===== src/rtl/pde_pkg.sv =====
package pde_pkg;
  localparam logic [11:0] PDE_OFS_PD_PIN  = 12'h000;
  localparam logic [11:0] PDE_OFS_PD_LAT  = 12'h004;
  localparam logic [11:0] PDE_OFS_PD_DIR  = 12'h008;
  localparam logic [11:0] PDE_OFS_PE_PIN  = 12'h00c;
  localparam logic [11:0] PDE_OFS_PE_LAT  = 12'h010;
  localparam logic [11:0] PDE_OFS_PE_DIR  = 12'h014;
  localparam logic [11:0] PDE_OFS_ANSEL   = 12'h018;
  localparam logic [11:0] PDE_OFS_PWMCFG  = 12'h01c;
  localparam logic [7:0]  PDE_RST_PD_DIR  = 8'hff;
  localparam logic [7:0]  PDE_RST_PD_LAT  = 8'h00;
  localparam logic [7:0]  PDE_RST_PE_DIR  = 8'h07;
  localparam logic [2:0]  PDE_RST_PE_LAT  = 3'h0;
  localparam logic [2:0]  PDE_RST_ANSEL   = 3'h7;
  localparam logic [5:0]  PDE_RST_PWMCFG  = 6'h00;
  localparam int          PDE_BIT_SLAVE_PORT_MODE_SELECT = 4;
  localparam int          PDE_BIT_IBOV    = 5;
  localparam int          PDE_BIT_OBF     = 6;
  localparam int          PDE_BIT_IBF     = 7;
  localparam int          PDE_PWM_LSB     = 5;
endpackage


===== src/rtl/pde_sync.sv =====
`timescale 1ns/100ps
`default_nettype none
module pde_sync #(
  parameter int W = 8
) (
  // clock and reset
  input  wire logic         pclk,
  input  wire logic         presetn,
  // data
  input  wire logic [W-1:0] async_i,
  output logic      [W-1:0] sync_o
);
  logic [W-1:0] s1_q;
  logic [W-1:0] s2_q;
  logic [W-1:0] s3_q;
  logic [W-1:0] out_q;
  always_ff @(posedge pclk or negedge presetn) begin
    if (!presetn) begin
      s1_q  <= '0;
      s2_q  <= '0;
      s3_q  <= '0;
      out_q <= '0;
    end else begin
      s1_q <= async_i;
      s2_q <= s1_q;
      s3_q <= s2_q;
      for (int i = 0; i < W; i++) begin
        if (s2_q[i] == s3_q[i]) begin
          out_q[i] <= s3_q[i];
        end
      end
    end
  end
  assign sync_o = out_q;
endmodule
`default_nettype wire


===== src/rtl/pde_port.sv =====
`timescale 1ns/100ps
`default_nettype none
// Overview of operation
// [RULE1] slave port mode drives latch bits on port d pins, ignoring direction
// [RULE2] pins 5..7 carry pwm b,c,d when selected and direction is 0
// [RULE3] each pwm pin may tri-state during a shutdown event if configured
// [RULE4] slave port mode captures master write data from pins while chip select and write strobe are active
// [RULE5] port d direction bits are ignored while the slave port owns pins
// [RULE6] port d latch reads return latch value; writes update the latch
// [RULE7] large package: port e four bits, lower three with own direction
// [RULE8] port e pins selected analog read back as 0
// [RULE9] port e direction 1 disables driver, 0 drives latch onto pin
// [RULE10] analog selection never forces the port e driver off
// [RULE11] software keeps analog port e pins set as inputs
// [RULE12] power-on reset selects port e bits 2..0 as analog inputs
// [RULE13] upper four port e direction bits are slave port control and status
// [RULE14] port e latch reads and writes the latched value, not pins
// [RULE15] fourth port e pin is input only when reset pin config is 0
// [RULE16] with reset pin config set, that pin is the external reset input
// [RULE17] small package: port e only bit 3, and only without reset pin
// [RULE18] slave port mode bit 1 selects slave port, 0 general i/o
// [RULE19] port e data bits 7..4 read as 0
module pde_port
  import pde_pkg::*;
#(
  parameter bit LARGE_PKG = 1'b1
) (
  // apb
  input  wire logic        pclk,
  input  wire logic        presetn,
  input  wire logic        psel,
  input  wire logic        penable,
  input  wire logic        pwrite,
  input  wire logic [11:0] paddr,
  input  wire logic [31:0] pwdata,
  output logic             pready,
  output logic             pslverr,
  output logic      [31:0] prdata,
  // configuration
  input  wire logic        ext_reset_pin_enable_cfg,
  // port d pins
  input  wire logic [7:0]  pd_pin_i,
  output logic      [7:0]  pd_pin_o,
  output logic      [7:0]  pd_pin_oe_n,
  // port e pins
  input  wire logic [3:0]  pe_pin_i,
  output logic      [2:0]  pe_pin_o,
  output logic      [2:0]  pe_pin_oe_n,
  output logic             ext_reset_req_n,
  // slave port strobes from the far bus, active low, synchronised
  input  wire logic        psp_rd_n,
  input  wire logic        psp_wr_n,
  input  wire logic        psp_cs_n,
  output logic      [7:0]  psp_rx_data,
  // enhanced pwm unit
  input  wire logic [2:0]  pwm_out,
  input  wire logic        pwm_shutdown
);
  logic [7:0] pd_lat_q;
  logic [7:0] pd_dir_q;
  logic [2:0] pe_lat_q;
  logic [2:0] pe_dir_q;
  logic [2:0] ansel_q;
  logic [5:0] pwmcfg_q;
  logic       psp_mode_q;
  logic       ibf_q;
  logic       obf_q;
  logic       ibov_q;
  logic [7:0] rx_q;
  logic [31:0] prdata_q;
  logic       strobe_prev_wr_q;
  logic       strobe_prev_rd_q;
  logic [7:0] pd_sync;
  logic [3:0] pe_sync;
  logic [2:0] strb_sync;
  logic       rst_pin_act;

  pde_sync #(.W(8)) u_sync_d (
    .pclk    (pclk),
    .presetn (presetn),
    .async_i (pd_pin_i),
    .sync_o  (pd_sync)
  );
  pde_sync #(.W(4)) u_sync_e (
    .pclk    (pclk),
    .presetn (presetn),
    .async_i (pe_pin_i),
    .sync_o  (pe_sync)
  );
  pde_sync #(.W(3)) u_sync_s (
    .pclk    (pclk),
    .presetn (presetn),
    .async_i ({~psp_cs_n, ~psp_wr_n, ~psp_rd_n}),
    .sync_o  (strb_sync)
  );
  // reset pin kept active high so the sync reset value means idle
  pde_sync #(.W(1)) u_sync_r (
    .pclk    (pclk),
    .presetn (presetn),
    .async_i (~pe_pin_i[3]),
    .sync_o  (rst_pin_act)
  );

  // bus decode
  wire acc       = psel & penable;
  wire wr_acc    = acc & pwrite;
  wire rd_acc    = acc & ~pwrite;
  wire aligned   = (paddr[1:0] == 2'b00);
  wire hit_pdpin = aligned & (paddr == PDE_OFS_PD_PIN);
  wire hit_pdlat = aligned & (paddr == PDE_OFS_PD_LAT);
  wire hit_pddir = aligned & (paddr == PDE_OFS_PD_DIR);
  wire hit_pepin = aligned & (paddr == PDE_OFS_PE_PIN);
  wire hit_pelat = aligned & (paddr == PDE_OFS_PE_LAT);
  wire hit_pedir = aligned & (paddr == PDE_OFS_PE_DIR);
  wire hit_ansel = aligned & (paddr == PDE_OFS_ANSEL);
  wire hit_pwmc  = aligned & (paddr == PDE_OFS_PWMCFG);
  wire hit_any   = hit_pdpin | hit_pdlat | hit_pddir | hit_pepin |
                   hit_pelat | hit_pedir | hit_ansel | hit_pwmc;
  wire lat_wr_d  = wr_acc & (hit_pdpin | hit_pdlat);
  wire lat_wr_e  = wr_acc & (hit_pepin | hit_pelat);

  // slave port strobes
  wire cs_act  = strb_sync[2];
  wire wr_act  = cs_act & strb_sync[1];
  wire rd_act  = cs_act & strb_sync[0];
  wire wr_end  = strobe_prev_wr_q & ~wr_act;
  wire rd_end  = strobe_prev_rd_q & ~rd_act;
  wire pe_here = LARGE_PKG;
  wire psp_en  = psp_mode_q & pe_here;                       // [RULE18]
  wire sw_rd_rx = rd_acc & (hit_pdpin | hit_pdlat) & psp_en;

  // pin drive: pwm over slave port over plain port
  wire [7:0] pwm_sel;
  wire [7:0] pwm_val;
  wire [7:0] pwm_tri;
  genvar g;
  generate
    for (g = 0; g < 8; g++) begin : g_pd
      if (g >= PDE_PWM_LSB) begin : g_pwm
        assign pwm_sel[g] = pwmcfg_q[g-PDE_PWM_LSB] & ~pd_dir_q[g];  // [RULE2]
        assign pwm_val[g] = pwm_out[g-PDE_PWM_LSB];                  // [RULE2]
        assign pwm_tri[g] = pwmcfg_q[g-PDE_PWM_LSB+3] & pwm_shutdown; // [RULE3]
      end else begin : g_nopwm
        assign pwm_sel[g] = 1'b0;
        assign pwm_val[g] = 1'b0;
        assign pwm_tri[g] = 1'b0;
      end
      assign pd_pin_o[g] = pwm_sel[g] ? pwm_val[g] : pd_lat_q[g];  // [RULE1]
      assign pd_pin_oe_n[g] = pwm_sel[g] ? pwm_tri[g] :
                              psp_en ? ~rd_act :                  // [RULE5]
                              pd_dir_q[g];
    end
  endgenerate

  // port e drive
  assign pe_pin_o    = pe_here ? pe_lat_q : 3'h0;
  assign pe_pin_oe_n = pe_here ? pe_dir_q : 3'h7;                 // [RULE9] [RULE10]
  assign ext_reset_req_n = ext_reset_pin_enable_cfg ? ~rst_pin_act :
                           1'b1;                                  // [RULE16]

  // read views
  wire       re3_bit   = ~ext_reset_pin_enable_cfg & pe_sync[3];  // [RULE15] [RULE17]
  wire [2:0] pe_low_rd = pe_here ? (pe_sync[2:0] & ~ansel_q) : 3'h0; // [RULE8] [RULE7]
  wire [7:0] pe_pin_rd = {4'h0, re3_bit, pe_low_rd};              // [RULE19]
  wire [7:0] pd_pin_rd = psp_en ? rx_q : pd_sync;
  wire [7:0] pe_dir_rd = pe_here ? {ibf_q, obf_q, ibov_q, psp_mode_q, 1'b0,
                         pe_dir_q} : 8'h00;                        // [RULE13]
  wire [31:0] rd_mux =
    hit_pdpin ? {24'h0, pd_pin_rd} :
    hit_pdlat ? {24'h0, pd_lat_q} :                               // [RULE6]
    hit_pddir ? {24'h0, pd_dir_q} :
    hit_pepin ? {24'h0, pe_pin_rd} :
    hit_pelat ? {29'h0, pe_lat_q} :                               // [RULE14]
    hit_pedir ? {24'h0, pe_dir_rd} :
    hit_ansel ? {29'h0, ansel_q} :
    hit_pwmc  ? {26'h0, pwmcfg_q} : 32'h0;

  assign pready  = 1'b1;
  assign pslverr = acc & ~hit_any;
  assign prdata  = prdata_q;
  assign psp_rx_data = rx_q;

  always_ff @(posedge pclk or negedge presetn) begin
    if (!presetn) begin
      prdata_q <= 32'h0;
    end else if (psel & ~penable & ~pwrite) begin
      prdata_q <= rd_mux;
    end
  end

  always_ff @(posedge pclk or negedge presetn) begin
    if (!presetn) begin
      pd_lat_q <= PDE_RST_PD_LAT;
      pd_dir_q <= PDE_RST_PD_DIR;
      pe_lat_q <= PDE_RST_PE_LAT;
      pe_dir_q <= PDE_RST_PE_DIR[2:0];
      psp_mode_q <= 1'b0;
      ansel_q  <= PDE_RST_ANSEL;                                  // [RULE12]
      pwmcfg_q <= PDE_RST_PWMCFG;
    end else begin
      if (lat_wr_d) begin
        pd_lat_q <= pwdata[7:0];                                  // [RULE6]
      end
      if (wr_acc & hit_pddir) begin
        pd_dir_q <= pwdata[7:0];
      end
      if (lat_wr_e) begin
        pe_lat_q <= pwdata[2:0];                                  // [RULE14]
      end
      if (wr_acc & hit_pedir) begin
        pe_dir_q   <= pwdata[2:0];                                // [RULE7]
        psp_mode_q <= pwdata[PDE_BIT_SLAVE_PORT_MODE_SELECT];                    // [RULE13]
      end
      if (wr_acc & hit_ansel) begin
        ansel_q <= pwdata[2:0];
      end
      if (wr_acc & hit_pwmc) begin
        pwmcfg_q <= pwdata[5:0];
      end
    end
  end

  // slave port buffers and flags; set wins over clear
  wire ibov_clr = wr_acc & hit_pedir & ~pwdata[PDE_BIT_IBOV];
  always_ff @(posedge pclk or negedge presetn) begin
    if (!presetn) begin
      strobe_prev_wr_q <= 1'b0;
      strobe_prev_rd_q <= 1'b0;
      rx_q   <= 8'h00;
      ibf_q  <= 1'b0;
      obf_q  <= 1'b0;
      ibov_q <= 1'b0;
    end else begin
      strobe_prev_wr_q <= wr_act & psp_en;
      strobe_prev_rd_q <= rd_act & psp_en;
      if (psp_en & wr_act) begin
        rx_q <= pd_sync;                                          // [RULE4]
      end
      if (wr_end) begin
        ibf_q <= 1'b1;
      end else if (sw_rd_rx) begin
        ibf_q <= 1'b0;
      end
      if (wr_end & ibf_q) begin
        ibov_q <= 1'b1;
      end else if (ibov_clr) begin
        ibov_q <= 1'b0;
      end
      if (lat_wr_d & psp_en) begin
        obf_q <= 1'b1;
      end else if (rd_end) begin
        obf_q <= 1'b0;
      end
    end
  end
endmodule
`default_nettype wire


===== config.mk =====
export PLATFORM = sky130hd
export DESIGN_NAME = pde_port
export DESIGN_NICKNAME = d
export VERILOG_FILES = /design/src/rtl/pde_pkg.sv /design/src/rtl/pde_sync.sv /design/src/rtl/pde_port.sv
export SDC_FILE = /design/constraint.sdc
export NUM_CORES = 1
export LEC_CHECK = 0
export BUFFER_PORTS_ARGS = -buffer_cell sky130_fd_sc_hd__buf_2
export CELL_PAD_IN_SITES_DETAIL_PLACEMENT = 1
export CELL_PAD_IN_SITES_GLOBAL_PLACEMENT = 2
export CORE_MARGIN = 4
export CORE_UTILIZATION = 31
export CTS_CLUSTER_DIAMETER = 150
export DETAILED_ROUTE_END_ITERATION = 16
export PLACE_DENSITY = 0.75
export SKIP_CTS_REPAIR_TIMING = 1
export SLEW_MARGIN = 10
export SYNTH_ARGS = -nofsm -noshare
export SYNTH_HDL_FRONTEND = slang
export SYNTH_SLANG_ARGS = --single-unit

===== constraint.sdc =====
create_clock -name pclk -period 2.7 [get_ports pclk]
set_clock_uncertainty 0.2 [all_clocks]
set_input_delay 0.81 -clock pclk [delete_from_list [all_inputs] [get_ports pclk]]
set_output_delay 0.81 -clock pclk [all_outputs]
set_load 0.005 [all_outputs]

==> metrics.md <==
| Metric | Value |
|---|---|
| Leakage | `0.00289 µW` |
| CP max stage delay | `0.52 ns` |
| First-pass GRT wire length | `19100 µm` |
| YS warnings | `0` |
| Clk sink count | `117` |
| Die footprint | `17900 µm²` |
| Crit path DAT | `2.05 ns` |
| Run status | `finished with violations` |
| DR vias | `3199` |
| Vias in the first global route | `3415` |
| Post-synth EDFFs | `0` |
| Sw Share | `20.9%` |
| CP max FO | `2` |
| Fin util | `40.0%` |
| 1st-pass router iterations | `4` |
| Most instantiated cells after synthesis | `dfrtp_1, mux2_2, buf_4` |
| Fillers | `1709` |
| Maxcap violations | `0` |
| CP max-delay cell | `or4_4` |
| Synthesized area | `4900 µm²` |
| Pwr Total | `4170 µW` |
| Non-Filler Instances | `705` |
| Placed instance count | `671` |
| Initial DRC count | `121` |
| Power Density | `681 nW/µm²` |
| Register area | `2950 µm²` |
| Cell variety after synth | `47` |
| Failing checks | `setup timing` |
| Sequential power share | `44.5%` |
| Clock group share of total power | `50.8%` |
| Post-place setup slack | `-0.424 ns` |
| Period utilization | `113%` |
| GRT Total Usage | `14.1%` |
| Slew margin rel. | `59.3%` |
| WS Path Type | `input port to output pin` |
| Slew Viols, Final | `0` |
| Area growth, synth to finish | `25.1%` |
| Layout cell share with drive strength beyond 1 | `40.0%` |
| # IOs | `134` |
| Hold Crit Class | `flop to flop` |
| Hold WS | `0.142 ns` |
| Async set or reset register ratio after synthesis | `100%` |
| Routability Congestion | `0.802` |
| Critical path startpoint category | `input port` |
| Starting Density | `32.0%` |
| Area contributors post-synth | `dfrtp_1, mux2_2, dfstp_2` |
| DR vias/cell | `4.54` |
| Core area | `15300 µm²` |
| Clk Latency, worst-skew pair | `0.40 ns` |
| Initial antenna violation count | `3` |
| Worst-margin pin slew | `0.604 ns` |
| Fin crit period | `3.06 ns` |
| Detail Route Antenna Nets | `0` |
| Syn_area_per_cell | `12.9 µm²` |
| Synthesized instance count | `380` |
| Die height | `134 µm` |
| FF+latch count, synth | `117` |
| Clock Path Buffers | `2` |
| Port Buffers | `84` |
| Crit. End Element | `output pin` |
| Sequential area share after synthesis | `60.1%` |
| Grt ovf | `0` |
| Largest net degree at the start of global routing | `74` |
| Clk pin slew, worst setup/hold paths | `0.05 ns` |
| Hold Vio Cnt, Final | `0` |
| Area occupied by multi-input gates | `1710 µm²` |
| CTS root buffer | `clkbuf_16` |
| Final wirelength | `12000 µm` |
| CP Buf/Inv Count | `2` |
| Cell Chain, Critical Path | `buf_6, or4_4, or3_4, and3_4, buf_6` |
| Synth top area share | `52.6%` |
| Yosys top cell by area | `dfrtp_1` |
| CTS Buf Count | `17` |
| RSZ-0062 raised after global routing | `yes` |
| Comb power frac | `4.7%` |
| Sw Pwr | `872 µW` |
| Final WS setup | `-0.358 ns` |
| Clock H-tree levels | `4` |
| Crit path required time | `1.69 ns` |
| Die width | `134 µm` |
| Drt wl/cell | `17.0 µm` |
| Peak Freq | `327 MHz` |
| CP delay by family, top | `simple AND/OR/NAND/NOR gates` |
| Worst reg2reg setup slack | `0.89 ns` |
| Worst-case vdd ir drop | `0.000359 V` |
| Cell Int Power | `3300 µW` |
| Dpl hpwl | `8890 µm` |
| Cell with the most instances after synthesis | `dfrtp_1` |
| NumNets Final | `549` |
| CTS tree | `yes` |
| Final setup viols | `1` |
| Prevailing post-synth register cell | `dfrtp_1` |
| Most used cell, CP | `buf_6` |
| Drt drc | `0` |
| Core Rows | `45` |
-- stage by stage --
step	TNS (ns)	cell area, µm²
after detailed placement	-7.43	5550
after global placement	-7.22	5550
final	-0.358	6130
after global routing	-0.376	6130
after CTS	-0.424	6110
after floorplan	-1.02	4990
-- area by class of cell --
| cell class | count | area share (%) |
|---|---|---|
| Antenna cell | 1 | 0.0408 |
| Clock buffer | 27 | 7.88 |
| Clock inverter | 5 | 1.22 |
| Inverter | 9 | 0.551 |
| Multi-Input combinational cell | 231 | 28.0 |
| Sequential cell | 117 | 48.1 |
| Tap cell | 211 | 4.31 |
| Timing Repair Buffer | 104 | 9.96 |
-- path summary, 6_finish.rpt --
check	startpoint	to	depth (start not counted)
max	paddr[10]	pslverr	5
min	u_sync_e.s1_q[3]$_DFF_PN0_	u_sync_e.s2_q[3]$_DFF_PN0_	0
max reg2reg	psp_en$_DFFE_PN0P_	psp_rx_data[4]$_DFFE_PN0P_	3
min reg2reg	u_sync_e.s1_q[3]$_DFF_PN0_	u_sync_e.s2_q[3]$_DFF_PN0_	0
max in group asynchronous	presetn	prdata[4]$_DFFE_PN0P_	2
min in group asynchronous	presetn	u_sync_r.s3_q$_DFF_PN0_	2
-- state kept, by name, indices dropped and copies added, names as in the netlist, 3 cells and up --
register,flops
u_sync_s.s1_q,3
u_sync_s.sync_o,3
u_sync_e.s2_q,4
u_sync_d.s2_q,8
u_sync_e.sync_o,4
u_sync_d.s3_q,8
pe_pin_oe_n,3
u_sync_d.sync_o,8
u_sync_s.s3_q,3
u_sync_s.s2_q,3
pd_dir_q,8
pwmcfg_q,6
u_sync_e.s3_q,4
ansel_q,3
u_sync_e.s1_q,4
pd_lat_q,8
u_sync_d.s1_q,8
pe_pin_o,3
psp_rx_data,8
prdata,8
-- cell families after synthesis --
| logic type | after synthesis | share of synthesized area (%) |
|---|---|---|
| muxes | 54 | 13.5 |
| and+or+nand+nor | 82 | 9.33 |
| AOI/OAI and AO/OA | 54 | 6.90 |
| other | 2 | 0.153 |
| buffers and inverters | 55 | 6.69 |
| adders and majority gates | 16 | 3.27 |
| DFF | 117 | 60.1 |
-- layer usage --
metal / part of all wire, % / track usage, %
met5: 0.22 / 0
met4: 0.95 / 5.94
met3: 7.1 / 5.85
met2: 49 / 21.9
met1: 43 / 17.3
-- cells in the final DEF (no fill, tap or decap), types with 4 or more instances in the layout --
| master | Yosys | routed |
|---|---|---|
| conb_1 | 2 | 25 |
| maj3_1 | 16 | 16 |
| inv_1 | 9 | 9 |
| dfrtp_1 | 103 | 103 |
| o21ai_0 | 14 | 14 |
| nor4_1 | 4 | 4 |
| a22oi_1 | 5 | 5 |
| mux2i_1 | 8 | 8 |
| nor2_1 | 15 | 15 |
| clkbuf_1 | 12 | 8 |
| a21oi_1 | 14 | 14 |
| nor3_1 | 6 | 6 |
| mux2_4 | 8 | 8 |
| clkbuf_16 | 0 | 17 |
| buf_4 | 30 | 19 |
| nand3_1 | 7 | 7 |
| mux2_2 | 35 | 35 |
| nand2_1 | 15 | 15 |
| dfstp_2 | 14 | 14 |
| and2_1 | 5 | 5 |
| nand2b_1 | 8 | 8 |
| o31ai_1 | 6 | 6 |
| buf_2 | 1 | 81 |
-- power groups by stage --
stage                     clock network (µW)  logic, µW  registers, µW
after floorplan                            0        109           1870
after global placement                     0        193           1880
after detailed placement                   0        199           1880
after CTS                               2190        200           1860
after global routing                    2280        223           1860
final                                   2120        197           1860
Power figures use the tool's default switching activity.
